--- src/include/csc_map.svh ---
// register offsets, field positions, reset values and timing counts
`ifndef CSC_MAP_SVH
`define CSC_MAP_SVH
`define CSC_OFF_CTRL      8'h00
`define CSC_OFF_STATUS    8'h04
`define CSC_OFF_UPPER     8'h08
`define CSC_OFF_LOWER     8'h0C
`define CSC_OFF_CAPTURE   8'h10
`define CSC_OFF_IRQ_STAT  8'h14
`define CSC_OFF_IRQ_MASK  8'h18
`define CSC_CTRL_RESET    16'h7003
`define CSC_CTRL_WMASK    16'h7303
`define CSC_UPPER_RESET   16'hFFFF
`define CSC_LOWER_RESET   16'h0000
`define CSC_BIT_MAIN_EN   0
`define CSC_BIT_SUB_EN    1
`define CSC_BIT_CHK_EN    8
`define CSC_BIT_RST_EN    9
`define CSC_PER_LO        12
`define CSC_PER_HI        14
`define CSC_IRQ_MAIN      0
`define CSC_IRQ_SUB       1
`define CSC_IRQ_FREQ      2
`define CSC_STOP_LIMIT    6'h20
`endif

--- src/include/csc_pkg.sv ---
// types shared by the clock supervisor control logic
package csc_pkg;
  typedef struct packed {
    logic main_osc;
    logic sub_osc;
    logic hs_rc;
    logic ls_rc;
  } csc_osc_t;

  typedef enum logic [1:0] {
    CSC_CHK_IDLE = 2'b00,
    CSC_CHK_ARM  = 2'b01,
    CSC_CHK_MEAS = 2'b10
  } csc_chk_state_t;
endpackage : csc_pkg

--- src/hw/csc_ctrl.sv ---
// clock supervisor: stop watch, frequency window check, axi4-lite registers
//
// Overview of operation
// - period code 101/110/111 picks hs rc divided by 256/512/1024
// - control bit 9 lets a repeated frequency fault request reset
// - control bit 8 runs the frequency window checker, off at reset
// - control bit 1 enables sub oscillator stop watch, on at reset
// - control bit 0 enables main oscillator stop watch, on at reset
// - reserved control bits read zero; software writes zeros
// - software reset keeps control and window registers
// - status bit 1 shows a detected sub oscillator failure
// - status bit 0 shows a detected main oscillator failure
// - status read returns flags then clears them; writes ignored
// - upper window limit is a read/write 16-bit value, reset FFFF
// - no edge within 32 rc clocks flags failure and requests reset
// - main edges counted per divided period; outside window is fault
// - first fault interrupts; second uncleared fault may request reset
// - an out-of-window count is kept in the captured count register
`timescale 1ns/1ps
`default_nettype none
`include "csc_map.svh"
module csc_ctrl (
  // clock and reset
  input  wire logic        aclk,
  input  wire logic        aresetn,
  input  wire logic        sw_reset,
  // clocks under watch, asynchronous to aclk
  input  wire logic        main_osc_in,
  input  wire logic        sub_osc_in,
  input  wire logic        hs_rc_in,
  input  wire logic        ls_rc_in,
  // axi4-lite write
  input  wire logic [7:0]  s_axi_awaddr,
  input  wire logic        s_axi_awvalid,
  output logic             s_axi_awready,
  input  wire logic [31:0] s_axi_wdata,
  input  wire logic [3:0]  s_axi_wstrb,
  input  wire logic        s_axi_wvalid,
  output logic             s_axi_wready,
  output logic [1:0]       s_axi_bresp,
  output logic             s_axi_bvalid,
  input  wire logic        s_axi_bready,
  // axi4-lite read
  input  wire logic [7:0]  s_axi_araddr,
  input  wire logic        s_axi_arvalid,
  output logic             s_axi_arready,
  output logic [31:0]      s_axi_rdata,
  output logic [1:0]       s_axi_rresp,
  output logic             s_axi_rvalid,
  input  wire logic        s_axi_rready,
  // requests to interrupt and reset control
  output logic             irq,
  output logic             clk_fail_reset_req,
  output logic             freq_fault_reset_req
);

  function automatic logic [31:0] merge(input logic [31:0] old,
                                        input logic [31:0] wd,
                                        input logic [3:0]  st);
    logic [31:0] r;
    r = old;
    for (int i = 0; i < 4; i++) begin
      if (st[i]) begin
        r[i*8 +: 8] = wd[i*8 +: 8];
      end
    end
    return r;
  endfunction : merge

  function automatic logic [9:0] period_last(input logic [2:0] code);
    case (code)
      3'h5:    period_last = 10'h0FF;
      3'h6:    period_last = 10'h1FF;
      default: period_last = 10'h3FF;
    endcase
  endfunction : period_last

  // registers
  logic [15:0] ctrl_q;
  logic [15:0] upper_q;
  logic [15:0] lower_q;
  logic [15:0] capture_q;
  logic [1:0]  fail_q;
  logic [2:0]  irq_stat_q;
  logic [2:0]  irq_mask_q;

  // synchronisers and edge detect
  csc_pkg::csc_osc_t meta_q;
  csc_pkg::csc_osc_t sync_q;
  csc_pkg::csc_osc_t prev_q;
  csc_pkg::csc_osc_t rise;
  assign rise = sync_q & ~prev_q;

  always_ff @(posedge aclk) begin
    meta_q <= {main_osc_in, sub_osc_in, hs_rc_in, ls_rc_in};
    sync_q <= meta_q;
    prev_q <= sync_q;
  end

  // stop watch
  logic [5:0] main_cnt_q;
  logic [5:0] sub_cnt_q;
  logic       main_fail_ev;
  logic       sub_fail_ev;
  assign main_fail_ev = rise.hs_rc && !rise.main_osc
                        && main_cnt_q == `CSC_STOP_LIMIT - 6'h01;
  assign sub_fail_ev  = rise.ls_rc && !rise.sub_osc
                        && sub_cnt_q == `CSC_STOP_LIMIT - 6'h01;

  always_ff @(posedge aclk) begin
    if (!aresetn || sw_reset) begin
      main_cnt_q <= 6'h00;
    end else if (!ctrl_q[`CSC_BIT_MAIN_EN] || rise.main_osc) begin
      main_cnt_q <= 6'h00;
    end else if (rise.hs_rc && main_cnt_q != `CSC_STOP_LIMIT) begin
      main_cnt_q <= main_cnt_q + 6'h01;
    end
  end

  always_ff @(posedge aclk) begin
    if (!aresetn || sw_reset) begin
      sub_cnt_q <= 6'h00;
    end else if (!ctrl_q[`CSC_BIT_SUB_EN] || rise.sub_osc) begin
      sub_cnt_q <= 6'h00;
    end else if (rise.ls_rc && sub_cnt_q != `CSC_STOP_LIMIT) begin
      sub_cnt_q <= sub_cnt_q + 6'h01;
    end
  end

  always_ff @(posedge aclk) begin
    if (!aresetn) begin
      clk_fail_reset_req <= 1'b0;
    end else begin
      clk_fail_reset_req <= main_fail_ev || sub_fail_ev;
    end
  end

  // frequency window checker
  csc_pkg::csc_chk_state_t chk_q;
  logic [9:0]  div_q;
  logic [15:0] meas_q;
  logic        period_edge;
  logic        chk_run;
  logic        freq_fault_ev;
  logic [15:0] meas_now;
  // a stopped main clock makes the count meaningless, so stand down
  assign chk_run = ctrl_q[`CSC_BIT_CHK_EN]
                   && main_cnt_q != `CSC_STOP_LIMIT;
  assign period_edge = rise.hs_rc
                       && div_q == period_last(ctrl_q[`CSC_PER_HI:`CSC_PER_LO]);
  // edge landing on the period boundary still belongs to the old period
  assign meas_now = (rise.main_osc && meas_q != 16'hFFFF)
                    ? meas_q + 16'h0001 : meas_q;
  assign freq_fault_ev = chk_q == csc_pkg::CSC_CHK_MEAS && period_edge
                         && (meas_now < lower_q || meas_now > upper_q);

  always_ff @(posedge aclk) begin
    if (!aresetn || sw_reset || !chk_run) begin
      div_q <= 10'h000;
    end else if (period_edge) begin
      div_q <= 10'h000;
    end else if (rise.hs_rc) begin
      div_q <= div_q + 10'h001;
    end
  end

  always_ff @(posedge aclk) begin
    if (!aresetn || sw_reset) begin
      chk_q  <= csc_pkg::CSC_CHK_IDLE;
      meas_q <= 16'h0000;
    end else begin
      case (chk_q)
        csc_pkg::CSC_CHK_IDLE: begin
          meas_q <= 16'h0000;
          if (chk_run) begin
            chk_q <= csc_pkg::CSC_CHK_ARM;
          end
        end
        csc_pkg::CSC_CHK_ARM: begin
          // first period starts at an edge, not at the enable write
          meas_q <= 16'h0000;
          if (!chk_run) begin
            chk_q <= csc_pkg::CSC_CHK_IDLE;
          end else if (period_edge) begin
            chk_q <= csc_pkg::CSC_CHK_MEAS;
          end
        end
        csc_pkg::CSC_CHK_MEAS: begin
          if (!chk_run) begin
            chk_q  <= csc_pkg::CSC_CHK_IDLE;
            meas_q <= 16'h0000;
          end else if (period_edge) begin
            meas_q <= 16'h0000;
          end else begin
            meas_q <= meas_now;
          end
        end
        default: begin
          chk_q  <= csc_pkg::CSC_CHK_IDLE;
          meas_q <= 16'h0000;
        end
      endcase
    end
  end

  always_ff @(posedge aclk) begin
    if (!aresetn) begin
      capture_q <= 16'h0000;
    end else if (freq_fault_ev) begin
      capture_q <= meas_now;
    end
  end

  always_ff @(posedge aclk) begin
    if (!aresetn || sw_reset) begin
      freq_fault_reset_req <= 1'b0;
    end else begin
      freq_fault_reset_req <= freq_fault_ev
                              && irq_stat_q[`CSC_IRQ_FREQ]
                              && ctrl_q[`CSC_BIT_RST_EN];
    end
  end

  // axi4-lite slave
  logic [7:0]  awaddr_q;
  logic [31:0] wdata_q;
  logic [3:0]  wstrb_q;
  logic        aw_full_q;
  logic        w_full_q;
  logic        wr_go;
  logic        rd_go;
  logic        stat_rd;
  logic [31:0] rd_mux;
  logic        rd_hit;
  assign wr_go   = aw_full_q && w_full_q && !s_axi_bvalid;
  assign rd_go   = s_axi_arvalid && s_axi_arready;
  assign stat_rd = rd_go && s_axi_araddr == `CSC_OFF_STATUS;

  always_ff @(posedge aclk) begin
    if (!aresetn) begin
      aw_full_q     <= 1'b0;
      w_full_q      <= 1'b0;
      awaddr_q      <= 8'h00;
      wdata_q       <= 32'h0000_0000;
      wstrb_q       <= 4'h0;
      s_axi_awready <= 1'b1;
      s_axi_wready  <= 1'b1;
      s_axi_bvalid  <= 1'b0;
      s_axi_bresp   <= 2'h0;
    end else begin
      if (s_axi_awvalid && s_axi_awready) begin
        aw_full_q     <= 1'b1;
        awaddr_q      <= s_axi_awaddr;
        s_axi_awready <= 1'b0;
      end
      if (s_axi_wvalid && s_axi_wready) begin
        w_full_q     <= 1'b1;
        wdata_q      <= s_axi_wdata;
        wstrb_q      <= s_axi_wstrb;
        s_axi_wready <= 1'b0;
      end
      if (wr_go) begin
        aw_full_q    <= 1'b0;
        w_full_q     <= 1'b0;
        s_axi_bvalid <= 1'b1;
        s_axi_bresp  <= (awaddr_q <= `CSC_OFF_IRQ_MASK
                         && awaddr_q[1:0] == 2'h0) ? 2'h0 : 2'h2;
      end
      if (s_axi_bvalid && s_axi_bready) begin
        s_axi_bvalid  <= 1'b0;
        s_axi_awready <= 1'b1;
        s_axi_wready  <= 1'b1;
      end
    end
  end

  always_comb begin
    rd_mux = 32'h0000_0000;
    rd_hit = 1'b1;
    case (s_axi_araddr)
      `CSC_OFF_CTRL:     rd_mux[15:0] = ctrl_q;
      `CSC_OFF_STATUS:   rd_mux[7:0]  = {6'h00, fail_q};
      `CSC_OFF_UPPER:    rd_mux[15:0] = upper_q;
      `CSC_OFF_LOWER:    rd_mux[15:0] = lower_q;
      `CSC_OFF_CAPTURE:  rd_mux[15:0] = capture_q;
      `CSC_OFF_IRQ_STAT: rd_mux[2:0]  = irq_stat_q;
      `CSC_OFF_IRQ_MASK: rd_mux[2:0]  = irq_mask_q;
      default:           rd_hit       = 1'b0;
    endcase
  end

  always_ff @(posedge aclk) begin
    if (!aresetn) begin
      s_axi_arready <= 1'b1;
      s_axi_rvalid  <= 1'b0;
      s_axi_rdata   <= 32'h0000_0000;
      s_axi_rresp   <= 2'h0;
    end else if (rd_go) begin
      s_axi_arready <= 1'b0;
      s_axi_rvalid  <= 1'b1;
      s_axi_rdata   <= rd_mux;
      s_axi_rresp   <= rd_hit ? 2'h0 : 2'h2;
    end else if (s_axi_rvalid && s_axi_rready) begin
      s_axi_rvalid  <= 1'b0;
      s_axi_arready <= 1'b1;
    end
  end

  // software reset deliberately absent: settings survive it
  always_ff @(posedge aclk) begin
    if (!aresetn) begin
      ctrl_q     <= `CSC_CTRL_RESET;
      upper_q    <= `CSC_UPPER_RESET;
      lower_q    <= `CSC_LOWER_RESET;
      irq_mask_q <= 3'h0;
    end else if (wr_go) begin
      case (awaddr_q)
        `CSC_OFF_CTRL: ctrl_q <= 16'(merge({16'h0000, ctrl_q}, wdata_q,
                                           wstrb_q))
                                 & `CSC_CTRL_WMASK;
        `CSC_OFF_UPPER: upper_q <= 16'(merge({16'h0000, upper_q},
                                             wdata_q, wstrb_q));
        `CSC_OFF_LOWER: lower_q <= 16'(merge({16'h0000, lower_q},
                                             wdata_q, wstrb_q));
        `CSC_OFF_IRQ_MASK: begin
          if (wstrb_q[0]) begin
            irq_mask_q <= wdata_q[2:0];
          end
        end
        default: ;
      endcase
    end
  end

  // hardware set beats a clear in the same cycle
  always_ff @(posedge aclk) begin
    if (!aresetn || sw_reset) begin
      fail_q <= 2'h0;
    end else begin
      fail_q <= (stat_rd ? 2'h0 : fail_q)
                | {sub_fail_ev, main_fail_ev};
    end
  end

  logic [2:0] irq_clr;
  assign irq_clr = (wr_go && awaddr_q == `CSC_OFF_IRQ_STAT && wstrb_q[0])
                   ? wdata_q[2:0] : 3'h0;

  always_ff @(posedge aclk) begin
    if (!aresetn || sw_reset) begin
      irq_stat_q <= 3'h0;
      irq <= 1'b0;
    end else begin
      irq_stat_q <= (irq_stat_q & ~irq_clr)
                    | {freq_fault_ev, sub_fail_ev, main_fail_ev};
      irq <= |(irq_stat_q & irq_mask_q);
    end
  end

endmodule : csc_ctrl
`default_nettype wire

--- config.mk ---
export PLATFORM = sky130hd
export DESIGN_NAME = csc_ctrl
export DESIGN_NICKNAME = d
export VERILOG_FILES = /design/src/include/csc_pkg.sv /design/src/hw/csc_ctrl.sv
export VERILOG_INCLUDE_DIRS = /design/src /design/src/include
export SDC_FILE = /design/constraint.sdc
export NUM_CORES = 1
export LEC_CHECK = 0
export ABC_AREA = 0
export ABC_CLOCK_PERIOD_IN_PS = 3700
export BUFFER_PORTS_ARGS = -buffer_cell sky130_fd_sc_hd__clkbuf_2
export CAP_MARGIN = 20
export CORE_UTILIZATION = 30
export DETAILED_ROUTE_END_ITERATION = 10
export GPL_TIMING_DRIVEN = 0
export HOLD_SLACK_MARGIN = 0.02
export SYNTH_ARGS = -nofsm -noshare
export SYNTH_HDL_FRONTEND = slang
export SYNTH_SLANG_ARGS = --single-unit
--- constraint.sdc ---
create_clock -name aclk -period 3.7 [get_ports aclk]
set_input_delay 0 -clock aclk [delete_from_list [all_inputs] [get_ports aclk]]
set_output_delay 0 -clock aclk [all_outputs]
set_load 0.05 [all_outputs]
==> results of run 1 <==
cell type report:
class,instances,area (sq um)
Multi-Input combinational cell,664,4340
Clock buffer,19,453
Clock inverter,13,180
Fill cell,2585,16100
Sequential cell,169,3390
Timing Repair Buffer,121,843
Tap cell,335,419
Inverter,43,161
Buffer,57,319
layout by cell type, fill, tap and decap left out, types with 5 or more instances in the layout:
master / n
sky130_fd_sc_hd__clkbuf_16: 17
sky130_fd_sc_hd__nor2b_1: 43
sky130_fd_sc_hd__nor3b_1: 5
sky130_fd_sc_hd__xor2_1: 18
sky130_fd_sc_hd__a21oi_1: 30
sky130_fd_sc_hd__xnor2_1: 15
sky130_fd_sc_hd__clkbuf_1: 30
sky130_fd_sc_hd__nand2b_1: 6
sky130_fd_sc_hd__buf_4: 33
sky130_fd_sc_hd__o211ai_1: 18
sky130_fd_sc_hd__o211a_1: 8
sky130_fd_sc_hd__nand3_1: 48
sky130_fd_sc_hd__a22oi_1: 8
sky130_fd_sc_hd__dfxtp_1: 165
sky130_fd_sc_hd__nand2_1: 148
sky130_fd_sc_hd__clkbuf_2: 68
sky130_fd_sc_hd__nand4_1: 15
sky130_fd_sc_hd__conb_1: 18
sky130_fd_sc_hd__dlygate4sd3_1: 37
sky130_fd_sc_hd__a21boi_0: 33
sky130_fd_sc_hd__ha_1: 37
sky130_fd_sc_hd__nor2_1: 54
sky130_fd_sc_hd__inv_1: 43
sky130_fd_sc_hd__and2_1: 12
sky130_fd_sc_hd__o21ai_0: 25
sky130_fd_sc_hd__mux2i_1: 47
sky130_fd_sc_hd__a221oi_1: 5
what timing repair did:
| action | in CTS | in global routing |
|---|---|---|
| setup endpoints to repair | 18 | 18 |
| buffers inserted | 9 | 7 |
| resized for setup | 7 | 10 |
| hold endpoints to repair | 40 | 0 |
| hold buffers | 37 | 0 |
| pin swaps | 7 | 9 |
per-stage QoR:
step / instance area, sq um / cells / util
final: 10100 / 1421 / 0.386
after floorplan: 8140 / 935 / -
after global routing: 10100 / 1421 / 0.386
after detailed placement: 8900 / 1338 / 0.340
after global placement: 8900 / 1338 / 0.340
after CTS: 10000 / 1416 / 0.382
cell families (layout without fill, tap and decap cells):
family          count (synthesis)  count (layout)
compound gates                142             142
xor+xnor                       35              35
fa+ha+maj                      37              37
buf+inv                       102             253
flops                         169             169
mux                            51              51
other cells                     1              18
simple gates                  381             381
flip-flops by register name (all words and copies together) (netlist names), 4 cells and up:
register and cells:
main_cnt_q 6, wdata_q 16, sub_cnt_q 6, lower_q 16
prev_q 4, s_axi_rdata 16, meas_q 16, awaddr_q 8
div_q 10, upper_q 16, ctrl_q 7, sync_q 4
capture_q 16, meta_q 4
per-layer routing:
layer  part of all wire  wire length, um  vias up  track usage
met4             0.0068              142        0       0.0329
met3              0.045              954       10       0.0365
met5                  0                0        -            0
met2               0.45             9510      137        0.254
li1                   -                -     3429            -
met1               0.49            10400     3192        0.215
worst max-delay path, stage by stage (launching register included):
cell and delay [ps]:
sky130_fd_sc_hd__dfxtp_1 390, sky130_fd_sc_hd__nand2b_2 150, sky130_fd_sc_hd__or3_1 540, sky130_fd_sc_hd__nor3b_2 260, sky130_fd_sc_hd__xor2_1 170, sky130_fd_sc_hd__buf_4 150, sky130_fd_sc_hd__ha_1 230, sky130_fd_sc_hd__a21oi_1 130
sky130_fd_sc_hd__o21ai_0 130, sky130_fd_sc_hd__a221o_2 440, sky130_fd_sc_hd__o31ai_1 250, sky130_fd_sc_hd__a211oi_2 110, sky130_fd_sc_hd__buf_6 160, sky130_fd_sc_hd__buf_12 150, sky130_fd_sc_hd__o21a_1 180
power by group through the flow:
stage	clock network (mW)	registers (mW)	logic (mW)
after detailed placement	0	1.93	0.293
after global placement	0	1.93	0.291
after global routing	2.03	1.89	0.352
final	1.93	1.89	0.325
after CTS	1.95	1.89	0.325
after floorplan	0	1.96	0.173
worst max-delay path by stage:
stage	start	endpoint	slack, ps	cells after the start
finish	sync_q[3]	irq_stat_q[2]	180	14
global route	meas_q[1]	irq_stat_q[2]	6	14
CTS	sync_q[3]	capture_q[10]	20	14
detailed placement	meas_q[4]	capture_q[10]	-310	14
global placement	meas_q[4]	capture_q[8]	-210	14
floorplan	meas_q[4]	irq_stat_q[2]	400	14
==> results.txt, run 1 <==
The number of vias in the routed layout came out at 6768. The TritonCTS clock tree is yes. The all-layer global routing usage is 0.158. The data required time of the worst path is 4030 ps. The first-pass iteration count of the detailed router is 8. The max-capacitance violation count came out at 0. In this run the worst path has a maximum fanout of 10. Among all cell types in the netlist, the one instantiated most often is sky130_fd_sc_hd__dfxtp_1. The maximum clock skew at final layout came out at 17.6 ps. By count the netlist is led by sky130_fd_sc_hd__dfxtp_1 (169), sky130_fd_sc_hd__nand2_1 (148), sky130_fd_sc_hd__nor2_1 (54). The sum of negative setup slack came out at 0 ps. After clock tree synthesis, the clock-pin slew on the worst setup and hold paths is 70 ps. The antenna diode count is 0. The total congestion overflow after global routing is 0. The start-to-end type of the worst setup path is register to register. The total number of nets in the final design came out at 1174. The count of cell types in the netlist came out at 65.

The area of the core is 26200 sq um. In this run, the number of DRC markers left after iteration 0 of detailed routing was 461. The number of slew-limit violations in the final report is 0. The remaining number of nets flagged by the antenna check after routing came out at 0. The compound-gate portion of the synthesized area came out at 0.120.

The adder-cell share of the synthesized area is 0.0573. Clock latency on the worst-skew pair, taken at its later pin, is 440 ps. The worst hold path begins at s_axi_awvalid. In the post-route analysis, the smallest setup slack over all paths is 179 ps.

The final reports fail on design-rule violations. The worst hold path terminates at awaddr_q[5]. The boundary pin count came out at 108.

The final count of negative-setup-slack endpoints is 0. The Yosys step of the flow raised 0 warnings. Of the total synthesized cell area, the portion taken by AND, OR, NAND and NOR gates is 0.238. Counting I/O delays and the setup requirement, the final critical path takes 3520 ps. For this run, the leading register cell type out of synthesis is sky130_fd_sc_hd__dfxtp_1.

The share of the synthesized netlist area taken by xor and xnor gates came out at 0.0379. The starting density of the core is 0.308. The run finished, with violations left.

The worst setup path is launched from a register. The startpoint of the worst register-to-register path is sync_q[3]. Headroom to the max-slew limit came out at 0.557. The post-detailed-routing wire length is 21000 um.

The setup slack on the worst flop-to-flop path came out at 180 ps. The post-synthesis instance area came out at 8080 sq um. The kind of end point of the critical path is a register. Yosys attributes the largest share of cell area to sky130_fd_sc_hd__dfxtp_1 (42%), sky130_fd_sc_hd__nand2_1 (6.9%), sky130_fd_sc_hd__mux2i_1 (5.8%), sky130_fd_sc_hd__ha_1 (5.7%), sky130_fd_sc_hd__nor2b_1 (3.3%).

Counting cells, the worst reg-to-reg path comes to 14. The number of antenna violations at the first check in global routing is 0. The post-synthesis async set-or-reset flop share is 0. The first global-routing pass estimated 34500 um of wire. The endpoint identified for the worst register-to-register timing path is irq_stat_q[2].

The TritonCTS buffer count is 17. Hold is met by 63.5 ps. The layout overhead on the synthesized area came out at 25.1%. The tree built by TritonCTS fans out to 169 sinks.

The worst-margin pin slew is 662 ps. The proportion of power drawn by flip-flops and latches came out at 0.456. The switching power as a share of total power came out at 0.252.

Using the TritonRoute via totals, the vias-per-cell ratio works out to 4.76. For this run, design rule violations remaining after detail routing come to 8. The HPWL reported at the end of detailed placement came out at 15700 um. The minimum setup slack after placement came out at -309 ps. The number of enable flip-flop cells after synthesis came out at 0. Synthesis inferred 169 register bits. The die width came out at 166 um. The number of instances in the synthesized netlist came out at 918. In this run the power density over the cells is 409 nW/um^2. The main combinational cell family by area after synthesis is simple AND/OR/NAND/NOR gates.

The average size of a mapped cell came out at 8.80 sq um. The overall die area came out at 27600 sq um. Derived from the worst setup path, the maximum achievable clock frequency is 284 MHz. The hold-critical path depth came out at 4. The relative contribution of the clock network to total power came out at 0.466. The H-tree generated during clock tree synthesis spans 4 levels.

The sum of internal, switching and leakage power is 4.14 mW. The share of cells above drive strength 1 came out at 0.162. The average routed wire per standard cell came out at 14.8 um.

The net switching power is 1.04 mW. Counting along the longest clock path gives a buffer depth of 2. IR analysis of the VDD net gives a maximum drop of 0.253 mV. Of the synthesized area, sequential elements account for 0.419. The share of total power dissipated in combinational logic is 0.079. The portion of netlist area occupied by mux cells came out at 0.0671. Port buffering added 68 buffers. The static leakage power is 4.20 nW. The worst path arrival time came out at 3850 ps. Setup repair after global routing left no endpoint under its margin. The share of synthesized area in the top cell type comes to 0.419. The via count of the first global-routing pass came to 6570.

The largest net degree at the start of global routing came out at 17. The min-delay analysis places its worst path in the category primary input to register. The placer's final routability congestion estimate came out at 0.826. The master cell of the clock root buffer is sky130_fd_sc_hd__clkbuf_16. Of the available clock period, the critical path in the final layout requires 0.952. The die is 166 um tall. The internal portion of the total power is 3.10 mW. The number of endpoints with negative hold slack in the final report came out at 0.

sky130_fd_sc_hd__dfxtp_1 takes more of the synthesized area than any other cell. The number of standard-cell rows in the floorplan is 59.
Note: power is estimated with default switching activity, not from simulation.
==> run 2: changes to the inputs <==
--- a/config.mk
+++ b/config.mk
@@ -10,10 +10,11 @@
 export ABC_CLOCK_PERIOD_IN_PS = 3700
 export BUFFER_PORTS_ARGS = -buffer_cell sky130_fd_sc_hd__clkbuf_2
 export CAP_MARGIN = 20
-export CORE_UTILIZATION = 30
+export CORE_UTILIZATION = 55
 export DETAILED_ROUTE_END_ITERATION = 10
 export GPL_TIMING_DRIVEN = 0
 export HOLD_SLACK_MARGIN = 0.02
+export PLACE_DENSITY = 0.77
 export SYNTH_ARGS = -nofsm -noshare
 export SYNTH_HDL_FRONTEND = slang
 export SYNTH_SLANG_ARGS = --single-unit
==> run 2 against run 1 <==
  * The flow now finishes without violations
  * Routed wire length decreased by 2.4%
  * Sequential power about the same
  * Clock power fell by 9%
  * Cell area is 2.6% lower
  * Sequential share of layout area up 0.88 points
  * Register-to-register slack worse by 30 ps
  * Utilization grew 31 points
  * Clock skew is 12 ps lower
  * Critical path type unchanged
  * Highest routed layer unchanged
==> results.txt, run 2 (synthesis results as in run 1) <==
Result of the run: finished, final reports clean (was complete, but fails checks). The startpoint type of the worst setup path is a register (unchanged). The end of the worst register-to-register path is capture_q[15] (was irq_stat_q[2]). The TritonCTS buffer count came out at 17 (unchanged). The achievable clock frequency is 282 MHz (was 284 MHz). The number of standard-cell rows in the floorplan is 43 (was 59). The count of H-tree levels built during CTS was 4 (unchanged). The share of the cycle needed by the critical path after routing is 0.960 (was 0.952). The number of endpoints with negative hold slack in the final report is 0 (unchanged). The total congestion overflow after global routing came out at 0 (unchanged). The overall die area is 15200 sq um (was 27600 sq um). The terminating pin of the worst hold path was s_axi_rresp[1] (was awaddr_q[5]). The worst path setup slack after routing came out at 149 ps (was 179 ps). The maximum ir drop on the vdd rail came out at 0.378 mV (was 0.253 mV). The uppermost layer routed is met4 (unchanged). The share of cells above drive strength 1 came to 0.159 (was 0.162). The TritonCTS clock tree is yes (unchanged). The all-layer global routing usage was 0.284 (was 0.158). The boundary pin count is 108 (unchanged).

The remaining number of nets flagged by the antenna check after routing was 0 (unchanged). The number of vias in the routed layout came out at 6968 (was 6768). The worst path arrival time came to 3900 ps (was 3850 ps).

The post-detailed-route via-to-cell ratio came out at 5.52 (was 4.76). The count of unresolved DRC violations after routing came out at 0 (was 8). The leading cell type in the layout, fill and taps excluded is sky130_fd_sc_hd__dfxtp_1 (unchanged). The die width came to 123 um (was 166 um). The final count of negative-setup-slack endpoints is 0 (unchanged). The average routed wire per standard cell is 16.2 um (was 14.8 um).

The total length of routed met2 wires came out at 9880 um (was 9510 um). The starting density of the core is 0.573 (was 0.308). The number of slew-limit violations in the final report is 0 (unchanged). The largest net degree at the start of global routing came out at 17 (unchanged). The setup slack on the worst flop-to-flop path is 150 ps (was 180 ps). The static leakage power is 4.18 nW (was 4.20 nW). The clock-pin slew of the registers on the worst-case setup and hold paths is 60 ps (was 70 ps). The post-detailed-routing wire length came out at 20500 um (was 21000 um). The max-capacitance violation count is 0 (unchanged). The area of the core is 14100 sq um (was 26200 sq um). The depth of the worst register-to-register path came out at 14 (unchanged). The kind of end point of the critical path was a register (unchanged).

The wire length the detailed router placed on met1 came out at 8760 um (was 10400 um). The count of routing violations after the opening detailed-route iteration is 422 (was 461). Most frequent cells in the layout: sky130_fd_sc_hd__dfxtp_1 (166), sky130_fd_sc_hd__nand2_1 (148), sky130_fd_sc_hd__clkbuf_2 (68) (was sky130_fd_sc_hd__dfxtp_1 (165), sky130_fd_sc_hd__nand2_1 (148), sky130_fd_sc_hd__clkbuf_2 (68)).

The count of buffers inserted at the top-level ports is 68 (unchanged). The total number of nets in the final design is 1171 (was 1174). The worst-skew pair later-pin latency is 430 ps (was 440 ps). The die height came out at 123 um (was 166 um). The layout overhead on the synthesized area came to 21.9% (was 25.1%). The minimum setup slack after placement is -171 ps (was -309 ps). The HPWL reported at the end of detailed placement is 14400 um (was 15700 um). The startpoint of the worst register-to-register path is meas_q[0] (was sync_q[3]). The worst-margin pin slew came out at 666 ps (was 662 ps). The total length of routed met3 wires came out at 1110 um (was 954 um). The hold-critical path depth is 3 (was 4). The total number of clock tree sinks is 169 (unchanged). The ratio of total power to cell area came out at 403 nW/um^2 (was 409 nW/um^2). The source of the worst hold timing path is s_axi_araddr[2] (was s_axi_awvalid). The maximum clock skew at final layout came out at 5.92 ps (was 17.6 ps). The biggest fanout along the worst timing path is 10 (unchanged). The maximum root-to-sink buffer count came out at 2 (unchanged). The antenna diode count is 0 (unchanged). The master cell of the clock root buffer is sky130_fd_sc_hd__clkbuf_16 (unchanged). The placer's final routability congestion estimate is 0.865 (was 0.826).

The wire length of the first global-routing pass came out at 32600 um (was 34500 um). The clock period minus worst slack was 3550 ps (was 3520 ps). The first-pass iteration count of the detailed router is 5 (was 8).

The data required time of the worst path is 4050 ps (was 4030 ps). The class of the worst hold path is primary input to register (unchanged). The worst slew margin relative to its limit is 0.555 (was 0.557). The start-to-end type of the worst setup path was register to register (unchanged).

The sum of internal, switching and leakage power is 3.97 mW (was 4.14 mW). The via count of the first global-routing pass came out at 6732 (was 6570). The number of antenna violations at the first check in global routing is 0 (unchanged).
[run 2: cell types whose count changed in the layout (fill, tap and decap cells not counted), moves of 2 or more]
cell and delta:
sky130_fd_sc_hd__clkinv_2 +3, sky130_fd_sc_hd__inv_6 -3, sky130_fd_sc_hd__inv_8 -3, sky130_fd_sc_hd__buf_4 -2, sky130_fd_sc_hd__clkbuf_1 +2, sky130_fd_sc_hd__nor3_1 +2
sky130_fd_sc_hd__nor3_2 -2, sky130_fd_sc_hd__xnor2_1 -2, sky130_fd_sc_hd__xnor2_2 +2
[run 2: repair_timing]
action                                  in CTS  in global routing
resized for setup                            1                 16
cloned                                       0                  0
buffers inserted                             6                  8
hold buffers                                36                  0
endpoints found under the setup margin      18                 18
pin swaps                                    5                 10
hold endpoints to repair                    40                  0
[run 2: worst max-delay path: stages, from the launching register on]
cell                       delay, ps
sky130_fd_sc_hd__dfxtp_1         410
sky130_fd_sc_hd__ha_1            220
sky130_fd_sc_hd__nand3_1          80
sky130_fd_sc_hd__nor2_1          340
sky130_fd_sc_hd__nand4_1         220
sky130_fd_sc_hd__xnor2_2         230
sky130_fd_sc_hd__ha_1            340
sky130_fd_sc_hd__nand4_1         190
sky130_fd_sc_hd__nor4_4          410
sky130_fd_sc_hd__a21boi_2        240
sky130_fd_sc_hd__o31ai_2          90
sky130_fd_sc_hd__a211oi_2        200
sky130_fd_sc_hd__buf_6           160
sky130_fd_sc_hd__buf_12          150
sky130_fd_sc_hd__mux2i_1         190
[run 2: power by group]
group | leakage, nW | internal, mW | switching [mW] | total [mW]
Sequential | 1.38 | 1.86 | 0.0309 | 1.89
Clock | 0.283 | 1.03 | 0.728 | 1.76
Combinational | 2.52 | 0.118 | 0.205 | 0.323
Total | 4.18 | 3.00 | 0.964 | 3.97
[run 2: worst max-delay path by stage]
stage / from / end / slack (ps) / cells after the start
after floorplan: meas_q[4] / irq_stat_q[2] / 400 / 14
after global placement: meas_q[4] / capture_q[14] / -140 / 14
after detailed placement: meas_q[4] / capture_q[15] / -170 / 14
after CTS: sync_q[3] / irq_stat_q[2] / 4 / 14
after global routing: meas_q[0] / capture_q[8] / -40 / 14
final: meas_q[0] / capture_q[15] / 150 / 14
[run 2: layer usage]
metal,GRT usage,up-vias
met2,0.475,205
met1,0.344,3281
li1,-,3422
met4,0.135,0
met3,0.0660,60
met5,0,-
[run 2: layout make-up]
type,count,area [sq um]
Buffer,57,319
Clock buffer,21,460
Clock inverter,11,121
Fill cell,1101,4250
Inverter,43,161
Multi-Input combinational cell,664,4350
Sequential cell,169,3390
Tap cell,180,225
Timing Repair Buffer,118,818
[run 2: through the flow]
step | std cells | setup TNS, ps | hold slack (ps) | instance area, sq um | utilization
5_1_grt | 1263 | -140 | 70.2 | 9840 | 0.698
2_1_floorplan | 935 | 0 | 27.7 | 8140 | -
3_3_place_gp | 1183 | -1320 | 103 | 8710 | 0.618
6_report | 1263 | 0 | 37.9 | 9840 | 0.698
4_1_cts | 1257 | 0 | 22.0 | 9700 | 0.688
3_5_place_dp | 1183 | -1540 | 104 | 8710 | 0.618
==> run 3: changes to the inputs <==
--- a/config.mk
+++ b/config.mk
@@ -11,10 +11,13 @@
 export BUFFER_PORTS_ARGS = -buffer_cell sky130_fd_sc_hd__clkbuf_2
 export CAP_MARGIN = 20
 export CORE_UTILIZATION = 55
+export CTS_BUF_LIST = sky130_fd_sc_hd__clkbuf_16
 export DETAILED_ROUTE_END_ITERATION = 10
 export GPL_TIMING_DRIVEN = 0
 export HOLD_SLACK_MARGIN = 0.02
 export PLACE_DENSITY = 0.77
+export RECOVER_POWER = 50
+export SLEW_MARGIN = 10
 export SYNTH_ARGS = -nofsm -noshare
 export SYNTH_HDL_FRONTEND = slang
 export SYNTH_SLANG_ARGS = --single-unit
==> run 3 against run 2 <==
  * The run now ends with max-capacitance violations, max-slew violations left
  * Hold slack gained 13 ps
  * Non-clock buffer count unchanged
  * Combinational power decreased by 1%
  * Clock power fell by 3%
  * Clock skew about the same
  * Power down 1.4%
  * Routed wire length hardly changed
  * Sequential power about the same
  * Critical endpoint is now irq_stat_q[2]
  * Largest power group unchanged
  * Highest routed layer unchanged
==> results.txt, run 3 (synthesis results as in run 1) <==
The count of buffers inserted at the top-level ports is 68 (unchanged). The internal power summed over all cells is 2.95 mW (was 3.00 mW). The largest net degree at the start of global routing came out at 17 (unchanged). The overall die area came out at 15200 sq um (unchanged). Cells traversed along the worst timing path: ha_1 -> nand4_1 -> nor4_4 -> buf_4 -> nor3b_2 -> xor2_1 -> ha_1 -> a21oi_1 -> o21ai_0 -> a221o_2 -> o31ai_2 -> a211oi_2 -> buf_6 -> buf_12 -> o21a_1 (was ha_1 -> nand3_1 -> nor2_1 -> nand4_1 -> xnor2_2 -> ha_1 -> nand4_1 -> nor4_4 -> a21boi_2 -> o31ai_2 -> a211oi_2 -> buf_6 -> buf_12 -> mux2i_1). The boundary pin count is 108 (unchanged). The sum of internal, switching and leakage power came out at 3.91 mW (was 3.97 mW).

The class of the worst hold path is primary input to register (unchanged). The net switching power came out at 0.959 mW (was 0.964 mW). The final worst hold slack is 50.5 ps (was 37.9 ps). The total congestion overflow after global routing came out at 0 (unchanged). The ratio of total power to cell area is 400 nW/um^2 (was 403 nW/um^2). The static leakage power is 4.07 nW (was 4.18 nW). The total number of clock tree sinks is 169 (unchanged). The HPWL reported at the end of detailed placement came to 14400 um (unchanged).

The switching power as a share of total power came out at 0.245 (was 0.243). The post-detailed-route via-to-cell ratio came out at 5.52 (about the same). The area of the core is 14100 sq um (unchanged).

The first-pass iteration count of the detailed router is 5 (unchanged). The highest cell delay on the worst timing path came to 450 ps (was 410 ps). The leading cell type in the layout, fill and taps excluded is sky130_fd_sc_hd__dfxtp_1 (unchanged).

The worst slew margin relative to its limit is -0.163 (was 0.555). The die height is 123 um (unchanged). The remaining number of nets flagged by the antenna check after routing is 0 (unchanged). The end of the worst register-to-register path is irq_stat_q[2] (was capture_q[15]). The via count of the first global-routing pass is 6712 (was 6732).

The worst-skew pair later-pin latency is 430 ps (about the same). Result of the run: complete, but fails checks (was finished, final reports clean). The maximum clock skew at final layout came out at 6.04 ps (was 5.92 ps). The startpoint of the worst register-to-register path is meas_q[0] (unchanged). The post-detailed-routing wire length came out at 20500 um (about the same). The number of standard-cell rows in the floorplan is 43 (unchanged).

The biggest fanout along the worst timing path is 10 (unchanged). The share of cells above drive strength 1 was 0.129 (was 0.159). The clock period minus worst slack came out at 3540 ps (was 3550 ps). The TritonCTS clock tree is yes (unchanged).

The layout overhead on the synthesized area is 20.9% (was 21.9%). The count of H-tree levels built during CTS was 4 (unchanged). The register cell area after layout is 3390 sq um (unchanged).

The worst path setup slack after routing is 159 ps (was 149 ps). The number of vias in the routed layout came out at 6974 (was 6968). The placed standard-cell area is 8710 sq um (unchanged). The number of slew-limit violations in the final report came out at 10 (was 0). The master cell of the clock root buffer is sky130_fd_sc_hd__clkbuf_16 (unchanged). The wire length of the first global-routing pass is 32600 um (about the same). The average routed wire per standard cell is 16.2 um (about the same). The count of unresolved DRC violations after routing is 0 (unchanged). The maximum ir drop on the vdd rail is 0.374 mV (was 0.378 mV). The source of the worst hold timing path was s_axi_araddr[2] (unchanged). The sum of buffers and inverters on the critical path is 3 (was 2).

The die width is 123 um (unchanged). The worst path arrival time was 3860 ps (was 3900 ps). The final count of negative-setup-slack endpoints is 0 (unchanged).

The placer's final routability congestion estimate is 0.865 (unchanged). The all-layer global routing usage came to 0.284 (about the same). By instance count, the cell type seen most on the critical path is sky130_fd_sc_hd__ha_1. The kind of end point of the critical path is a register (unchanged).

Most frequent cells in the layout: sky130_fd_sc_hd__dfxtp_1 (166), sky130_fd_sc_hd__nand2_1 (148), sky130_fd_sc_hd__clkbuf_1 (58) (was sky130_fd_sc_hd__dfxtp_1 (166), sky130_fd_sc_hd__nand2_1 (148), sky130_fd_sc_hd__clkbuf_2 (68)). The minimum setup slack after placement came out at -171 ps (unchanged). The relative contribution of the clock network to total power is 0.436 (was 0.443). The TritonCTS buffer count came out at 17 (unchanged). The max-capacitance violation count is 1 (was 0).

The total of fill cells in the finished design came out at 1132 (was 1101). The maximum root-to-sink buffer count came out at 2 (unchanged). The number of endpoints with negative hold slack in the final report came out at 0 (unchanged).

The total number of nets in the final design is 1171 (unchanged). The area of the multi-input gates came to 4330 sq um (was 4350 sq um). The share of the cycle needed by the critical path after routing is 0.957 (was 0.960). The master of the slowest instance on the critical path was sky130_fd_sc_hd__a221o_2 (was sky130_fd_sc_hd__dfxtp_1). The final reports fail on max-capacitance violations, max-slew violations. The startpoint type of the worst setup path is a register (unchanged). The design area is 9770 sq um (was 9840 sq um). The hold-critical path depth was 3 (unchanged). The count of routing violations after the opening detailed-route iteration was 417 (was 422).

The achievable clock frequency is 282 MHz (about the same). The depth of the worst register-to-register path was 15 (was 14). The share of total power in combinational logic came out at 0.081 (about the same). The starting density of the core was 0.573 (unchanged).

The setup slack on the worst flop-to-flop path came out at 160 ps (was 150 ps). The number of antenna violations at the first check in global routing is 0 (unchanged). The data required time of the worst path came to 4020 ps (was 4050 ps). The proportion of power drawn by flip-flops and latches was 0.483 (was 0.476). The antenna diode count came to 0 (unchanged). The clock-pin slew of the registers on the worst-case setup and hold paths came out at 60 ps (about the same).

The kind of cell with the highest combined delay on the critical path is compound AO/OA/AOI/OAI gates (was simple AND/OR/NAND/NOR gates). The worst-margin pin slew came to 1720 ps (was 666 ps). The terminating pin of the worst hold path is s_axi_rresp[1] (unchanged). The start-to-end type of the worst setup path is register to register (unchanged).
[run 3: cell types whose count changed in the layout (fill, tap and decap cells not counted), moves of 2 or more]
cell / change
sky130_fd_sc_hd__clkinv_1: +2
sky130_fd_sc_hd__and2_1: -8
sky130_fd_sc_hd__and2_0: +8
sky130_fd_sc_hd__clkbuf_8: -2
sky130_fd_sc_hd__clkbuf_2: -27
sky130_fd_sc_hd__clkbuf_1: +26
sky130_fd_sc_hd__inv_1: +2
[run 3: power groups by stage]
stage	registers (mW)	logic, mW	clock network [mW]
floorplan	1.96	0.173	0
detailed placement	1.93	0.287	0
CTS	1.89	0.318	1.72
global route	1.89	0.343	1.80
global placement	1.93	0.283	0
finish	1.89	0.319	1.70
[run 3: layer usage]
metal	routed length, um	GRT usage	up-vias
met2	9810	0.473	218
li1	-	-	3411
met5	0	0	-
met1	8700	0.343	3283
met3	1220	0.0678	62
met4	752	0.135	0
[run 3: repair_timing]
item | 4_1_cts | 5_1_grt
hold endpoints to repair | 40 | 0
resized for setup | 1 | 16
buffers inserted | 6 | 8
pin swaps | 5 | 10
endpoints found under the setup margin | 18 | 18
hold buffers | 36 | 0
[run 3: worst max path at each step]
stage,start,slack [ps],end,depth (start not counted)
2_1_floorplan,meas_q[4],400,irq_stat_q[2],14
3_3_place_gp,meas_q[4],-140,capture_q[14],14
3_5_place_dp,meas_q[4],-170,capture_q[15],14
4_1_cts,sync_q[3],4,irq_stat_q[2],14
5_1_grt,meas_q[0],-40,capture_q[8],14
6_report,meas_q[0],160,irq_stat_q[2],15
[run 3: final cells by class]
cell class                      instances  share of cell area
Sequential cell                       169               0.347
Timing Repair Buffer                  118              0.0803
Clock buffer                           17              0.0436
Inverter                               43              0.0165
Tap cell                              180              0.0231
Buffer                                 57              0.0325
Clock inverter                         15              0.0140
Multi-Input combinational cell        664               0.443
[run 3: through the flow]
stage | TNS [ps] | std cells | util
2_1_floorplan | 0 | 935 | -
3_3_place_gp | -1320 | 1183 | 0.618
3_5_place_dp | -1540 | 1183 | 0.618
4_1_cts | 0 | 1257 | 0.687
5_1_grt | -144 | 1263 | 0.693
6_report | 0 | 1263 | 0.693
[run 3: worst reg2reg max path, delay by kind of cell, from the launching register on]
family,cells,cell delay (ps)
and+or+nand+nor,3,520
buffers and inverters,3,480
DFF,1,400
adders and majority gates,2,540
AOI/OAI and AO/OA,6,1190
xor gates and xnor gates,1,330
